[config.mk]
export PLATFORM = sky130hd
export DESIGN_NAME = adcs_sequencer
export DESIGN_NICKNAME = d
export VERILOG_FILES = /design/src/adcs_pkg.sv /design/src/adcs_sequencer.sv
export SDC_FILE = /design/constraint.sdc
export NUM_CORES = 1
export LEC_CHECK = 0
export ABC_AREA = 1
export BUFFER_PORTS_ARGS = -buffer_cell sky130_fd_sc_hd__buf_2
export CELL_PAD_IN_SITES_DETAIL_PLACEMENT = 1
export CELL_PAD_IN_SITES_GLOBAL_PLACEMENT = 2
export CORE_ASPECT_RATIO = 1.75
export CORE_UTILIZATION = 25
export CTS_CLUSTER_SIZE = 20
export DETAILED_ROUTE_END_ITERATION = 10
export PLACE_DENSITY = 0.69
export RECOVER_POWER = 25
export SLEW_MARGIN = 10
export SYNTH_ARGS = -nofsm -noshare
export SYNTH_HDL_FRONTEND = slang
export SYNTH_SLANG_ARGS = --single-unit
[constraint.sdc]
create_clock -name sys_clk -period 3.2 [get_ports sys_clk]
set_input_delay 0.32 -clock sys_clk [delete_from_list [all_inputs] [get_ports sys_clk]]
set_output_delay 0.32 -clock sys_clk [all_outputs]
set_load 0.02 [all_outputs]
[src/adcs_pkg.sv]
// constants and types shared by the conversion sequencer
package adcs_pkg;

   // ****************
   // register map
   // ****************
   localparam logic [7:0] CTRL_OFS = 8'h00;
   localparam logic [7:0] ACQ_CLK_OFS = 8'h04;
   localparam logic [7:0] RES_HI_OFS = 8'h08;
   localparam logic [7:0] RES_LO_OFS = 8'h0c;
   localparam logic [7:0] FLAGS_OFS = 8'h10;

   // control word bits
   localparam int ON_BIT = 0;
   localparam int GO_BIT = 1;
   // flag word bits
   localparam int DONE_BIT = 0;
   localparam int IRQ_EN_BIT = 1;
   // acquisition_clock_control fields
   localparam int JUSTIFY_BIT = 7;
   localparam int ACQ_LSB = 3;
   localparam int CLK_LSB = 0;
   localparam logic [7:0] ACQ_CLK_RESET = 8'h00;

   // ****************
   // timing
   // ****************
   localparam int CLK_PERIOD_NS = 10;
   localparam int INSTR_CYCLE_NS = 40;
   localparam int RC_DLY_CYC = (INSTR_CYCLE_NS + CLK_PERIOD_NS - 1) / CLK_PERIOD_NS;
   localparam logic [2:0] RC_DLY_LAST = 3'(RC_DLY_CYC - 1);
   localparam logic [4:0] CONV_PERIODS = 5'h0b;
   localparam logic [4:0] WAIT_PERIODS = 5'h02;
   localparam int RESULT_W = 10;

   // ****************
   // types
   // ****************
   typedef enum logic [2:0] {
      ST_OFF,
      ST_SAMPLE,
      ST_RC_DELAY,
      ST_ACQUIRE,
      ST_CONVERT,
      ST_WAIT
   } adcs_phase_t;

   typedef struct packed {
      logic cyc;
      logic stb;
      logic we;
      logic [3:0] sel;
      logic [7:0] adr;
      logic [31:0] dat;
   } adcs_wb_req_t;

   typedef struct packed {
      logic ack;
      logic [31:0] dat;
   } adcs_wb_rsp_t;

   typedef struct packed {
      logic sample;
      logic convert;
      logic bit_tick;
   } adcs_core_ctl_t;

   typedef struct packed {
      adcs_phase_t phase;
      logic on;
      logic go;
      logic justify;
      logic [2:0] acq_sel;
      logic [2:0] clk_sel;
      logic done;
      logic irq_en;
      logic [5:0] div;
      logic [4:0] cnt;
      logic [2:0] dly;
      logic [2:0] rc_sync;
      logic rc_lvl;
      adcs_wb_rsp_t rsp;
      adcs_core_ctl_t core;
   } adcs_state_t;

endpackage

[src/adcs_sequencer.sv]
// conversion sequencer of a 10-bit successive-approximation converter
module adcs_sequencer (
   input wire logic sys_clk,
   input wire logic rst_b,
   input wire logic wb_cyc_i,
   input wire logic wb_stb_i,
   input wire logic wb_we_i,
   input wire logic [3:0] wb_sel_i,
   input wire logic [7:0] wb_adr_i,
   input wire logic [31:0] wb_dat_i,
   output logic wb_ack_o,
   output logic [31:0] wb_dat_o,
   input wire logic rc_clk_pin,
   input wire logic device_sleep,
   input wire logic [9:0] core_result,
   output logic core_sample,
   output logic core_convert,
   output logic core_bit_tick
);

   // ****************
   // decoders
   // ****************
   // acquisition length decode
   function automatic logic [4:0] acq_periods(input logic [2:0] code);
      case (code)
         3'h7: acq_periods = 5'h14;
         3'h6: acq_periods = 5'h10;
         3'h5: acq_periods = 5'h0c;
         3'h4: acq_periods = 5'h08;
         3'h3: acq_periods = 5'h06;
         3'h2: acq_periods = 5'h04;
         3'h1: acq_periods = 5'h02;
         default: acq_periods = 5'h00;
      endcase
   endfunction

   // divider mask is ratio minus one
   function automatic logic [5:0] div_mask(input logic [2:0] code);
      case (code)
         3'h0: div_mask = 6'h01;
         3'h1: div_mask = 6'h07;
         3'h2: div_mask = 6'h1f;
         3'h4: div_mask = 6'h03;
         3'h5: div_mask = 6'h0f;
         3'h6: div_mask = 6'h3f;
         default: div_mask = 6'h00;
      endcase
   endfunction

   // x11 selects the internal RC clock
   function automatic logic is_rc(input logic [2:0] code);
      is_rc = (code[1:0] == 2'h3);
   endfunction

   // phases in which a started conversion is still under way
   function automatic logic in_flight(input adcs_pkg::adcs_phase_t ph);
      in_flight = (ph == adcs_pkg::ST_RC_DELAY) ||
                  (ph == adcs_pkg::ST_ACQUIRE) ||
                  (ph == adcs_pkg::ST_CONVERT);
   endfunction

   // the hold capacitor tracks the input until conversion begins
   function automatic logic tracks(input adcs_pkg::adcs_phase_t ph);
      tracks = (ph == adcs_pkg::ST_SAMPLE) ||
               (ph == adcs_pkg::ST_RC_DELAY) ||
               (ph == adcs_pkg::ST_ACQUIRE);
   endfunction

   adcs_pkg::adcs_state_t s_reg;
   adcs_pkg::adcs_state_t s_next;
   logic [7:0] res_hi_reg;
   logic [7:0] res_lo_reg;
   logic [7:0] res_hi_next;
   logic [7:0] res_lo_next;
   logic res_hi_load;
   logic res_lo_load;
   adcs_pkg::adcs_wb_req_t req;
   logic access;
   logic wr_lane;
   logic rc_rise;
   logic sys_tick;
   logic tick;
   logic go_write;
   logic go_value;
   logic start;
   logic finish;
   logic [4:0] acq_len;

   assign req = '{cyc: wb_cyc_i, stb: wb_stb_i, we: wb_we_i, sel: wb_sel_i,
                  adr: wb_adr_i, dat: wb_dat_i};

   // ****************
   // next state
   // ****************
   always_comb begin
      s_next = s_reg;
      res_hi_next = res_hi_reg;
      res_lo_next = res_lo_reg;
      res_hi_load = 1'b0;
      res_lo_load = 1'b0;
      finish = 1'b0;
      start = 1'b0;

      // synchroniser for the rc clock; a change counts when stages 2 and 3 agree
      s_next.rc_sync = {s_reg.rc_sync[1:0], rc_clk_pin};
      if (s_reg.rc_sync[2] == s_reg.rc_sync[1]) begin
         s_next.rc_lvl = s_reg.rc_sync[2];
      end
      rc_rise = (s_reg.rc_sync[2] == s_reg.rc_sync[1]) && s_reg.rc_sync[2] && !s_reg.rc_lvl;

      // free-running divider of the system clock
      s_next.div = s_reg.div + 6'h01;
      // system-derived periods stop while the device sleeps
      sys_tick = ((s_reg.div & div_mask(s_reg.clk_sel)) == div_mask(s_reg.clk_sel))
                 && !device_sleep;
      // rc edges pace the bit period instead
      tick = is_rc(s_reg.clk_sel) ? rc_rise : sys_tick;
      acq_len = acq_periods(s_reg.acq_sel);

      // bus slave: ack one cycle after the request, dropped the next
      access = req.cyc && req.stb && !s_reg.rsp.ack;
      wr_lane = access && req.we && req.sel[0];
      s_next.rsp.ack = access;
      s_next.rsp.dat = 32'h0000_0000;
      go_write = wr_lane && (req.adr == adcs_pkg::CTRL_OFS);
      go_value = req.dat[adcs_pkg::GO_BIT];

      if (access && !req.we) begin
         case (req.adr)
            adcs_pkg::CTRL_OFS: begin
               s_next.rsp.dat[adcs_pkg::ON_BIT] = s_reg.on;
               s_next.rsp.dat[adcs_pkg::GO_BIT] = s_reg.go;
            end
            adcs_pkg::ACQ_CLK_OFS: begin
               // bit 6 is never stored and reads zero
               s_next.rsp.dat[adcs_pkg::JUSTIFY_BIT] = s_reg.justify;
               s_next.rsp.dat[adcs_pkg::ACQ_LSB +: 3] = s_reg.acq_sel;
               s_next.rsp.dat[adcs_pkg::CLK_LSB +: 3] = s_reg.clk_sel;
            end
            adcs_pkg::RES_HI_OFS: s_next.rsp.dat[7:0] = res_hi_reg;
            adcs_pkg::RES_LO_OFS: s_next.rsp.dat[7:0] = res_lo_reg;
            adcs_pkg::FLAGS_OFS: begin
               s_next.rsp.dat[adcs_pkg::DONE_BIT] = s_reg.done;
               s_next.rsp.dat[adcs_pkg::IRQ_EN_BIT] = s_reg.irq_en;
            end
            default: s_next.rsp.dat = 32'h0000_0000;
         endcase
      end

      if (wr_lane) begin
         case (req.adr)
            adcs_pkg::CTRL_OFS: s_next.on = req.dat[adcs_pkg::ON_BIT];
            adcs_pkg::ACQ_CLK_OFS: begin
               s_next.justify = req.dat[adcs_pkg::JUSTIFY_BIT];
               s_next.acq_sel = req.dat[adcs_pkg::ACQ_LSB +: 3];
               s_next.clk_sel = req.dat[adcs_pkg::CLK_LSB +: 3];
            end
            adcs_pkg::RES_HI_OFS: begin
               res_hi_next = req.dat[7:0];
               res_hi_load = 1'b1;
            end
            adcs_pkg::RES_LO_OFS: begin
               res_lo_next = req.dat[7:0];
               res_lo_load = 1'b1;
            end
            adcs_pkg::FLAGS_OFS: begin
               s_next.done = req.dat[adcs_pkg::DONE_BIT];
               s_next.irq_en = req.dat[adcs_pkg::IRQ_EN_BIT];
            end
            default: s_next.irq_en = s_reg.irq_en;
         endcase
      end

      // go may only be set while the converter is on and sampling, or already running;
      // a go taken while off or resting would never start and would stick high,
      // so a poller waiting for go to clear would hang forever
      if (go_write) begin
         s_next.go = go_value && req.dat[adcs_pkg::ON_BIT] &&
                     (s_reg.go || s_reg.phase == adcs_pkg::ST_SAMPLE);
         start = go_value && req.dat[adcs_pkg::ON_BIT] && !s_reg.go;
      end

      if (s_reg.cnt != 5'h00 && tick) begin
         s_next.cnt = s_reg.cnt - 5'h01;
      end

      case (s_reg.phase)
         adcs_pkg::ST_OFF: begin
            if (s_next.on) begin
               s_next.phase = adcs_pkg::ST_SAMPLE;
            end
         end
         adcs_pkg::ST_SAMPLE: begin
            if (start) begin
               s_next.dly = 3'h0;
               if (is_rc(s_reg.clk_sel)) begin
                  // hold off the rc clock one instruction cycle
                  s_next.phase = adcs_pkg::ST_RC_DELAY;
               end else if (acq_len == 5'h00) begin
                  s_next.phase = adcs_pkg::ST_CONVERT;
                  s_next.cnt = adcs_pkg::CONV_PERIODS;
               end else begin
                  s_next.phase = adcs_pkg::ST_ACQUIRE;
                  s_next.cnt = acq_len;
               end
            end
         end
         adcs_pkg::ST_RC_DELAY: begin
            s_next.dly = s_reg.dly + 3'h1;
            if (s_reg.dly == adcs_pkg::RC_DLY_LAST) begin
               s_next.phase = (acq_len == 5'h00) ? adcs_pkg::ST_CONVERT : adcs_pkg::ST_ACQUIRE;
               s_next.cnt = (acq_len == 5'h00) ? adcs_pkg::CONV_PERIODS : acq_len;
            end
         end
         adcs_pkg::ST_ACQUIRE: begin
            // go stays set, no separate phase flag
            if (s_reg.cnt == 5'h00 || (s_reg.cnt == 5'h01 && tick)) begin
               s_next.phase = adcs_pkg::ST_CONVERT;
               s_next.cnt = adcs_pkg::CONV_PERIODS;
            end
         end
         adcs_pkg::ST_CONVERT: begin
            if (s_reg.cnt == 5'h01 && tick) begin
               finish = 1'b1;
               s_next.phase = adcs_pkg::ST_WAIT;
               s_next.cnt = adcs_pkg::WAIT_PERIODS;
            end
         end
         adcs_pkg::ST_WAIT: begin
            // two bit periods before sampling again
            if (s_reg.cnt == 5'h00 || (s_reg.cnt == 5'h01 && tick)) begin
               s_next.phase = adcs_pkg::ST_SAMPLE;
            end
         end
         default: s_next.phase = adcs_pkg::ST_OFF;
      endcase

      // go cleared early aborts; results stay as they were
      if (go_write && !go_value && in_flight(s_reg.phase)) begin
         s_next.phase = adcs_pkg::ST_WAIT;
         s_next.cnt = adcs_pkg::WAIT_PERIODS;
         finish = 1'b0;
      end

      if (finish) begin
         // load result pair, clear go, set done (set beats clear)
         s_next.go = 1'b0;
         s_next.done = 1'b1;
         res_hi_load = 1'b1;
         res_lo_load = 1'b1;
         if (s_reg.justify) begin
            res_hi_next = {6'h00, core_result[9:8]};
            res_lo_next = core_result[7:0];
         end else begin
            res_hi_next = core_result[9:2];
            res_lo_next = {core_result[1:0], 6'h00};
         end
      end

      // switching off aborts anything in flight
      if (!s_next.on) begin
         s_next.phase = adcs_pkg::ST_OFF;
         s_next.go = 1'b0;
      end

      s_next.core.sample = tracks(s_next.phase);
      s_next.core.convert = (s_next.phase == adcs_pkg::ST_CONVERT);
      s_next.core.bit_tick = (s_reg.phase == adcs_pkg::ST_CONVERT) && tick;
   end

   // ****************
   // registers
   // ****************
   // reset returns every control field to its reset value
   always_ff @(posedge sys_clk or negedge rst_b) begin
      if (!rst_b) begin
         s_reg <= '{phase: adcs_pkg::ST_OFF, on: 1'b0, go: 1'b0,
                    justify: adcs_pkg::ACQ_CLK_RESET[adcs_pkg::JUSTIFY_BIT],
                    acq_sel: adcs_pkg::ACQ_CLK_RESET[adcs_pkg::ACQ_LSB +: 3],
                    clk_sel: adcs_pkg::ACQ_CLK_RESET[adcs_pkg::CLK_LSB +: 3],
                    done: 1'b0, irq_en: 1'b0, div: 6'h00, cnt: 5'h00,
                    dly: 3'h0, rc_sync: 3'h0, rc_lvl: 1'b0,
                    rsp: '{ack: 1'b0, dat: 32'h0000_0000},
                    core: '{sample: 1'b0, convert: 1'b0, bit_tick: 1'b0}};
      end else begin
         s_reg <= s_next;
      end
   end

   // result bytes have no reset; contents undefined after power-up
   always_ff @(posedge sys_clk) begin
      if (res_hi_load) begin
         res_hi_reg <= res_hi_next;
      end
      if (res_lo_load) begin
         res_lo_reg <= res_lo_next;
      end
   end

   assign wb_ack_o = s_reg.rsp.ack;
   assign wb_dat_o = s_reg.rsp.dat;
   assign core_sample = s_reg.core.sample;
   assign core_convert = s_reg.core.convert;
   assign core_bit_tick = s_reg.core.bit_tick;

endmodule

==> results of run 1 <==
## area by class of cell
class / instances / area share (%)
Timing Repair Buffer: 48 / 6.03
Inverter: 69 / 6.34
Clock buffer: 13 / 6.13
Sequential cell: 60 / 38.7
Clock inverter: 3 / 0.368
Multi-Input combinational cell: 284 / 37.0
Tap cell: 177 / 5.42
## cells in the mapped netlist (2+ instances only)
library cell	instances	area share, %
a21oi_1	18	2.5
a221oi_1	2	0.49
a31oi_1	2	0.35
buf_4	32	6.8
buf_6	2	0.64
clkbuf_1	3	0.32
dfrtp_1	44	31
edfxtp_1	16	14
ha_1	10	3.5
inv_1	61	6.5
inv_2	7	0.74
mux2_2	2	0.64
nand2_1	96	10
nand2_2	4	0.71
nand3_1	21	3.0
nand4_1	7	1.2
nor2_1	35	3.7
nor2_2	4	0.71
nor2_4	2	0.64
nor3_1	5	0.71
o211ai_1	4	0.85
o21ai_0	15	2.1
o21ai_1	8	1.1
o31ai_2	8	2.8
xor2_1	6	1.5
## worst reg2reg max path: stages, from the launching register on
cell and delay, ps:
dfrtp_1 460, ha_1 230, inv_1 170, nand3_1 110, nor2_2 140, nand2_2 70, o21ai_4 250, and2_4 220
nand3_4 190, nand2_1 370
## worst paths after layout
| path | endpoint |
|---|---|
| worst max-delay path | res_lo_reg[6]$_DFFE_PP_ |
| worst min-delay path | s_next[38]$_DFF_PN0_ |
| worst max register to register | res_lo_reg[6]$_DFFE_PP_ |
| worst min register to register | s_next[39]$_DFF_PN0_ |
| max in group asynchronous | core_sample$_DFF_PN0_ |
| min in group asynchronous | wb_ack_o$_DFF_PN0_ |
## metrics by stage
| step | instances | util (%) | hold WS [ps] |
|---|---|---|---|
| CTS | 654 | 29.5 | 87.1 |
| global route | 654 | 29.5 | 90.5 |
| finish | 654 | 29.5 | 93.6 |
| floorplan | 450 | - | 24.4 |
| global placement | 638 | 27.6 | 338 |
| detailed placement | 638 | 27.6 | 347 |
## metal layers
layer	vias up	routed length, um
li1	1401	-
met1	1365	3200
met2	56	5290
met3	13	239
met4	0	235
met5	-	0
## power groups by stage
stage | clock, mW | sequential, mW | combinational (mW)
final | 0.872 | 0.842 | 0.222
after global routing | 0.924 | 0.846 | 0.253
after floorplan | 0 | 0.852 | 0.175
after global placement | 0 | 0.854 | 0.219
after detailed placement | 0 | 0.856 | 0.225
after CTS | 0.892 | 0.842 | 0.226
## cells by family (layout without fill, tap and decap cells)
family | count (synthesis) | count (layout)
fa+ha+maj | 10 | 10
flops | 60 | 60
buf+inv | 106 | 133
simple gates | 179 | 179
compound gates | 63 | 63
mux | 2 | 2
other cells | 1 | 24
xor+xnor | 6 | 6
==> results.py, run 1 <==
metrics = {
    "die": {
        "io_pins": 97,
        "die_w_um": 91.9,
        "core_region_area_um2": 13800,
        "die-area_um2": 14700,
        "die_h_um": 159,
        "fp-row-count": 57,
        "start_util_pct": 25.6,
    },
    "finish": {
        "area_delta_synth_final_pct": 15.4,
        "final_common_cell": "nand2_1",
        "drive_gt1_share_pct": 19.7,
        "most-common-layout-cells": "nand2_1, inv_1, dfrtp_1, buf_2, nor2_1",
        "fillers": 1718,
        "regArea_um2": 1580,
        "fin_area_um2": 4090,
        "multi_input_area_um2": 1510,
        "final_net_count": 543,
        "largest_reg_flops": 30,
        "num_antenna_cells": 0,
    },
    "timing": {
        "slew_headroom_pct": -66.1,
        "setup_violations": 0,
        "slew_violations": 45,
        "fin_crit_sh_pct": 79.8,
        "hold_viol_final": 0,
        "fin_skew_ps": 8.88,
        "fmaxAchievable_mhz": 392,
        "tightest_slew_ps": 2490,
        "rsz0062_at_grt": "false",
        "tns_ps": 0,
        "fin_crit_ps": 2550,
        "fin_ws_ps": 647,
    },
    "placement": {
        "hpwlAfterDp_um": 7250,
        "gp_congestion": 0.786,
        "port_buffers": 45,
        "place_area_um2": 3820,
        "pre_cts_ws_ps": 597,
    },
    "yosys": {
        "synth_edf_count": 16,
        "synth_area_per_cell_um2": 8.29,
        "synthArstFlopShare_pct": 73.3,
        "synth-seq-cells": 60,
        "post_synth_mux_area_share_pct": 0.636,
        "ys_seq_area_share_pct": 44.7,
        "synth_xor_area_share_pct": 1.48,
        "synth_cells": 427,
        "synth_simple_gate_area_share_pct": 22.6,
        "mappedNetlistArea_um2": 3540,
        "synth_fa_ha_area_share_pct": 3.53,
        "synth_top_family_by_area": "simple AND/OR/NAND/NOR gates",
        "synth.distinct_cells": 38,
        "ys_warn_count": 0,
        "synth_compound_area_share_pct": 11.9,
        "synth-main-ff-cell": "dfrtp_1",
    },
    "clocking": {
        "cts_htree_levels": 3,
        "clk_path_buf_depth": 2,
        "clkSinkCount": 60,
        "worstSkewPairLatency_ps": 330,
        "cts-buffers-inserted": 9,
        "cts_hold_buf": 0,
        "cts.repair.resized": 0,
        "cts_setup_buffers": 0,
        "cts_root_buf": "clkbuf_16",
        "path_clk_slew_ps": 50,
        "cts_tree": "done",
    },
    "global_route": {
        "grt_max_degree": 45,
        "overflow": 0,
        "grt_use_met2_pct": 26.5,
        "grt_pass1_wl_um": 14700,
        "busiest_layer": "met2",
        "antenna_found_initial": 0,
        "met3_usage_pct": 2.05,
        "grt_pass1_vias": 3029,
        "use_met1_pct": 12.1,
        "grt_usage_pct": 13.2,
    },
    "routing": {
        "routedWlPerCell_um": 13.7,
        "first_iter_violations": 93,
        "dr_total_vias": 2835,
        "routed_wl_um": 8960,
        "drt_first_pass_iters": 4,
        "drc": 0,
        "avgViaCountPerCell": 4.33,
        "antenna_left": 0,
    },
    "setup_path": {
        "ff2ff_path_depth": 9,
        "reg2reg_slack_ps": 650,
        "startpoint_type": "flop",
        "slowest_stage": "dfrtp_1",
        "crit_arrival_ps": 2550,
        "cp_max_fo": 14,
        "timing.rr.start": "s_reg[57]$_DFFE_PN0P_",
        "critPathBufInv": 1,
        "cpPeakStageDelay_ps": 460,
        "end_kind": "flop",
        "critPathLaunch": "s_reg[57]$_DFFE_PN0P_",
        "path_class": "reg2reg",
        "required_ps": 3190,
        "crit_family": "simple AND/OR/NAND/NOR gates",
        "path_depth": 9,
        "worstPathCellList": "ha_1 > inv_1 > nand3_1 > nor2_2 > nand2_2 > o21ai_4 > and2_4 > nand3_4 > nand2_1",
    },
    "worst_hold_path": {
        "hold_path.class": "in2reg",
        "hold_path_depth": 1,
        "min_from": "rc_clk_pin",
    },
    "flow_run": {
        "max_cap_viol_count": 1,
    },
    "power": {
        "p_comb_share_pct": 11.5,
        "total_power_mw": 1.94,
        "p_leak_nw": 2.06,
        "power_frac_seq_pct": 43.5,
        "peakVddDrop_mv": 0.234,
        "swShare_pct": 25.6,
        "power_frac_clock_pct": 45.0,
        "p_per_area_nw_per_um2": 474,
        "switchingPower_mw": 0.497,
        "power.internal_mw": 1.44,
    },
    "status": {
        "outcome": "finished with violations",
        "failed_checks": "capacitance limit, slew limit",
    },
}
Power figures use the tool's default switching activity.
==> run 2: changes to the inputs <==
ABC_AREA = 0   (was 1)
PLACE_DENSITY = 0.66   (was 0.69)
clock period = 2.5 ns   (was 3.2 ns; I/O delays follow)
==> results.py, run 2 <==
metrics = {
    "status": {
        "outcome": "finished, final reports clean",
    },
    "power": {
        "p_per_area_nw_per_um2": 632,
        "power_frac_clock_pct": 48.9,
        "switchingPower_mw": 0.712,
        "power_frac_seq_pct": 39.9,
        "peakVddDrop_mv": 0.343,
        "p_leak_nw": 1.98,
        "power.internal_mw": 2.06,
        "p_comb_share_pct": 11.3,
        "swShare_pct": 25.7,
    },
    "routing": {
        "routed_wl_um": 9680,
        "avgViaCountPerCell": 4.61,
        "routedWlPerCell_um": 16.2,
        "drt_first_pass_iters": 4,
        "dr_total_vias": 2759,
        "first_iter_violations": 91,
        "drc": 0,
        "antenna_left": 0,
    },
    "setup_path": {
        "cpMostUsedCell": "a21oi_2",
        "required_ps": 2760,
        "cp_max_fo": 6,
        "worstPathCellList": "inv_2 > ha_1 > a21oi_2 > o2111ai_2 > o31a_1 > or3_4 > and3_4 > or2_1 > a21oi_2",
        "slowest_stage": "dfrtp_2",
        "crit_arrival_ps": 2650,
        "path_class": "reg2reg",
        "cpPeakStageDelay_ps": 440,
        "end_kind": "flop",
        "startpoint_type": "flop",
    },
    "timing": {
        "fmaxAchievable_mhz": 420,
        "rsz0062_at_grt": "false",
        "hold_viol_final": 0,
        "fin_crit_ps": 2380,
        "slew_violations": 0,
        "slew_headroom_pct": 41.7,
        "setup_violations": 0,
        "fin_crit_sh_pct": 95.3,
        "fin_skew_ps": 9.65,
        "tightest_slew_ps": 874,
    },
    "clocking": {
        "path_clk_slew_ps": 60,
        "clkSinkCount": 60,
        "cts-buffers-inserted": 9,
        "worstSkewPairLatency_ps": 340,
        "cts_tree": "done",
        "clk_path_buf_depth": 2,
        "cts_htree_levels": 3,
        "cts_root_buf": "clkbuf_16",
    },
    "finish": {
        "fin_area_um2": 4380,
        "final_common_cell": "buf_2",
        "regArea_um2": 1580,
        "final_cells": 598,
        "largest_reg_flops": 30,
        "fillers": 1551,
        "drive_gt1_share_pct": 30.2,
        "num_antenna_cells": 0,
        "final_net_count": 490,
        "most-common-layout-cells": "buf_2, dfrtp_1, nand2_1, buf_4, conb_1",
        "multi_input_area_um2": 1730,
        "area_delta_synth_final_pct": 25.6,
    },
    "yosys": {
        "ys_seq_area_share_pct": 45.3,
        "synth.most_common_cell": "dfrtp_1",
        "synth_cells": 350,
        "synth-main-ff-cell": "dfrtp_1",
        "synth_common_cells": "dfrtp_1, buf_4, nand2_1",
        "ys_warn_count": 0,
        "synth-seq-cells": 60,
        "synth.distinct_cells": 56,
        "synth_area_per_cell_um2": 9.97,
        "synth_top_area_share_pct": 31.5,
        "synth_edf_count": 16,
        "yosysTopAreaCell": "dfrtp_1",
        "mappedNetlistArea_um2": 3490,
        "synthArstFlopShare_pct": 73.3,
        "ys_top_cells_by_area": "dfrtp_1, edfxtp_1, buf_4",
    },
    "die": {
        "fp-row-count": 56,
        "die_w_um": 91.3,
        "die_h_um": 158,
        "start_util_pct": 25.8,
        "die-area_um2": 14500,
        "core_region_area_um2": 13500,
        "io_pins": 97,
    },
    "global_route": {
        "grt_max_degree": 22,
        "grt_pass1_wl_um": 15200,
        "grt_pass1_vias": 2919,
        "grt_usage_pct": 14.1,
        "antenna_found_initial": 0,
        "overflow": 0,
    },
    "placement": {
        "port_buffers": 45,
        "gp_congestion": 0.808,
        "place_area_um2": 3970,
        "hpwlAfterDp_um": 7740,
        "placed_cells": 579,
    },
    "flow_run": {
        "max_cap_viol_count": 0,
    },
    "worst_hold_path": {
        "hold_path.class": "in2reg",
    },
}
## run 2: final timing paths
kind	endpoint	cells past startpoint	startpoint	slack, ps
hold reg to reg	s_next[39]$_DFF_PN0_	0	s_next[38]$_DFF_PN0_	350
hold / removal	s_next[38]$_DFF_PN0_	1	rc_clk_pin	20
setup / recovery	core_sample$_DFF_PN0_	9	s_reg[57]$_DFFE_PN0P_	120
max in group asynchronous	s_reg[45]$_DFF_PN0_	3	rst_b	870
setup reg to reg	core_sample$_DFF_PN0_	9	s_reg[57]$_DFFE_PN0P_	120
min in group asynchronous	s_next[39]$_DFF_PN0_	2	rst_b	440
## run 2: cell type report
cell class                 count  share of cell area (%)
multi-input combinational    257                    39.4
clock buffer                   9                    5.14
clock inverter                 7                    2.26
inverter                      13                    1.11
timing repair buffer          78                    11.0
tap                          174                    4.97
sequential                    60                    36.1
## run 2: critical path: cells and delay by family, from the launching register on
family | cells | cell delay, ps
buf+inv | 1 | 60
flops | 1 | 440
simple gates | 3 | 820
compound gates | 4 | 790
fa+ha+maj | 1 | 210
## run 2: what timing repair did
action,in CTS,in global routing
hold buffers,1,0
hold endpoints to repair,8,0
resized for setup,6,15
buffers inserted,0,2
setup endpoints to repair,26,37
pin swaps,2,7
## run 2: metrics by stage
stage          util (%)  setup slack (ps)  total power, mW  hold slack (ps)  setup TNS, ps
3_5_place_dp       29.3              -146             1.43              132          -1100
5_1_grt            32.4              2.95             2.88             8.96              0
3_3_place_gp       29.3             -33.3             1.42              127           -140
6_report           32.4               117             2.77             20.5              0
4_1_cts            31.9              2.65             2.80             6.87              0
2_1_floorplan         -              63.9             1.33            -45.6              0
## run 2: kinds of logic (layout without fill, tap and decap cells)
family / Yosys count / in the layout / share of synthesized area, %
DFF: 60 / 60 / 45.3
buffers and inverters: 56 / 107 / 9.78
and+or+nand+nor: 123 / 123 / 20.0
xor gates and xnor gates: 6 / 6 / 1.51
other: 1 / 24 / 0.107
adders and majority gates: 10 / 10 / 3.58
AOI/OAI and AO/OA: 73 / 73 / 13.3
muxes: 21 / 21 / 6.45
## run 2: power groups by stage
stage                     Clock, mW  Sequential, mW  Combinational (mW)
after CTS                      1.39            1.10               0.318
after detailed placement          0            1.11               0.316
after global placement            0            1.11               0.303
final                          1.35            1.10               0.311
after floorplan                   0            1.10               0.223
after global routing           1.43            1.11               0.350
## run 2: metal layers
layer | GRT usage [%] | routed length (um) | share of wire [%]
met1 | 13.8 | 3550 | 37
met2 | 27.8 | 5640 | 58
met4 | 7.41 | 248 | 2.6
met3 | 2.29 | 239 | 2.5
met5 | 0 | 0 | 0
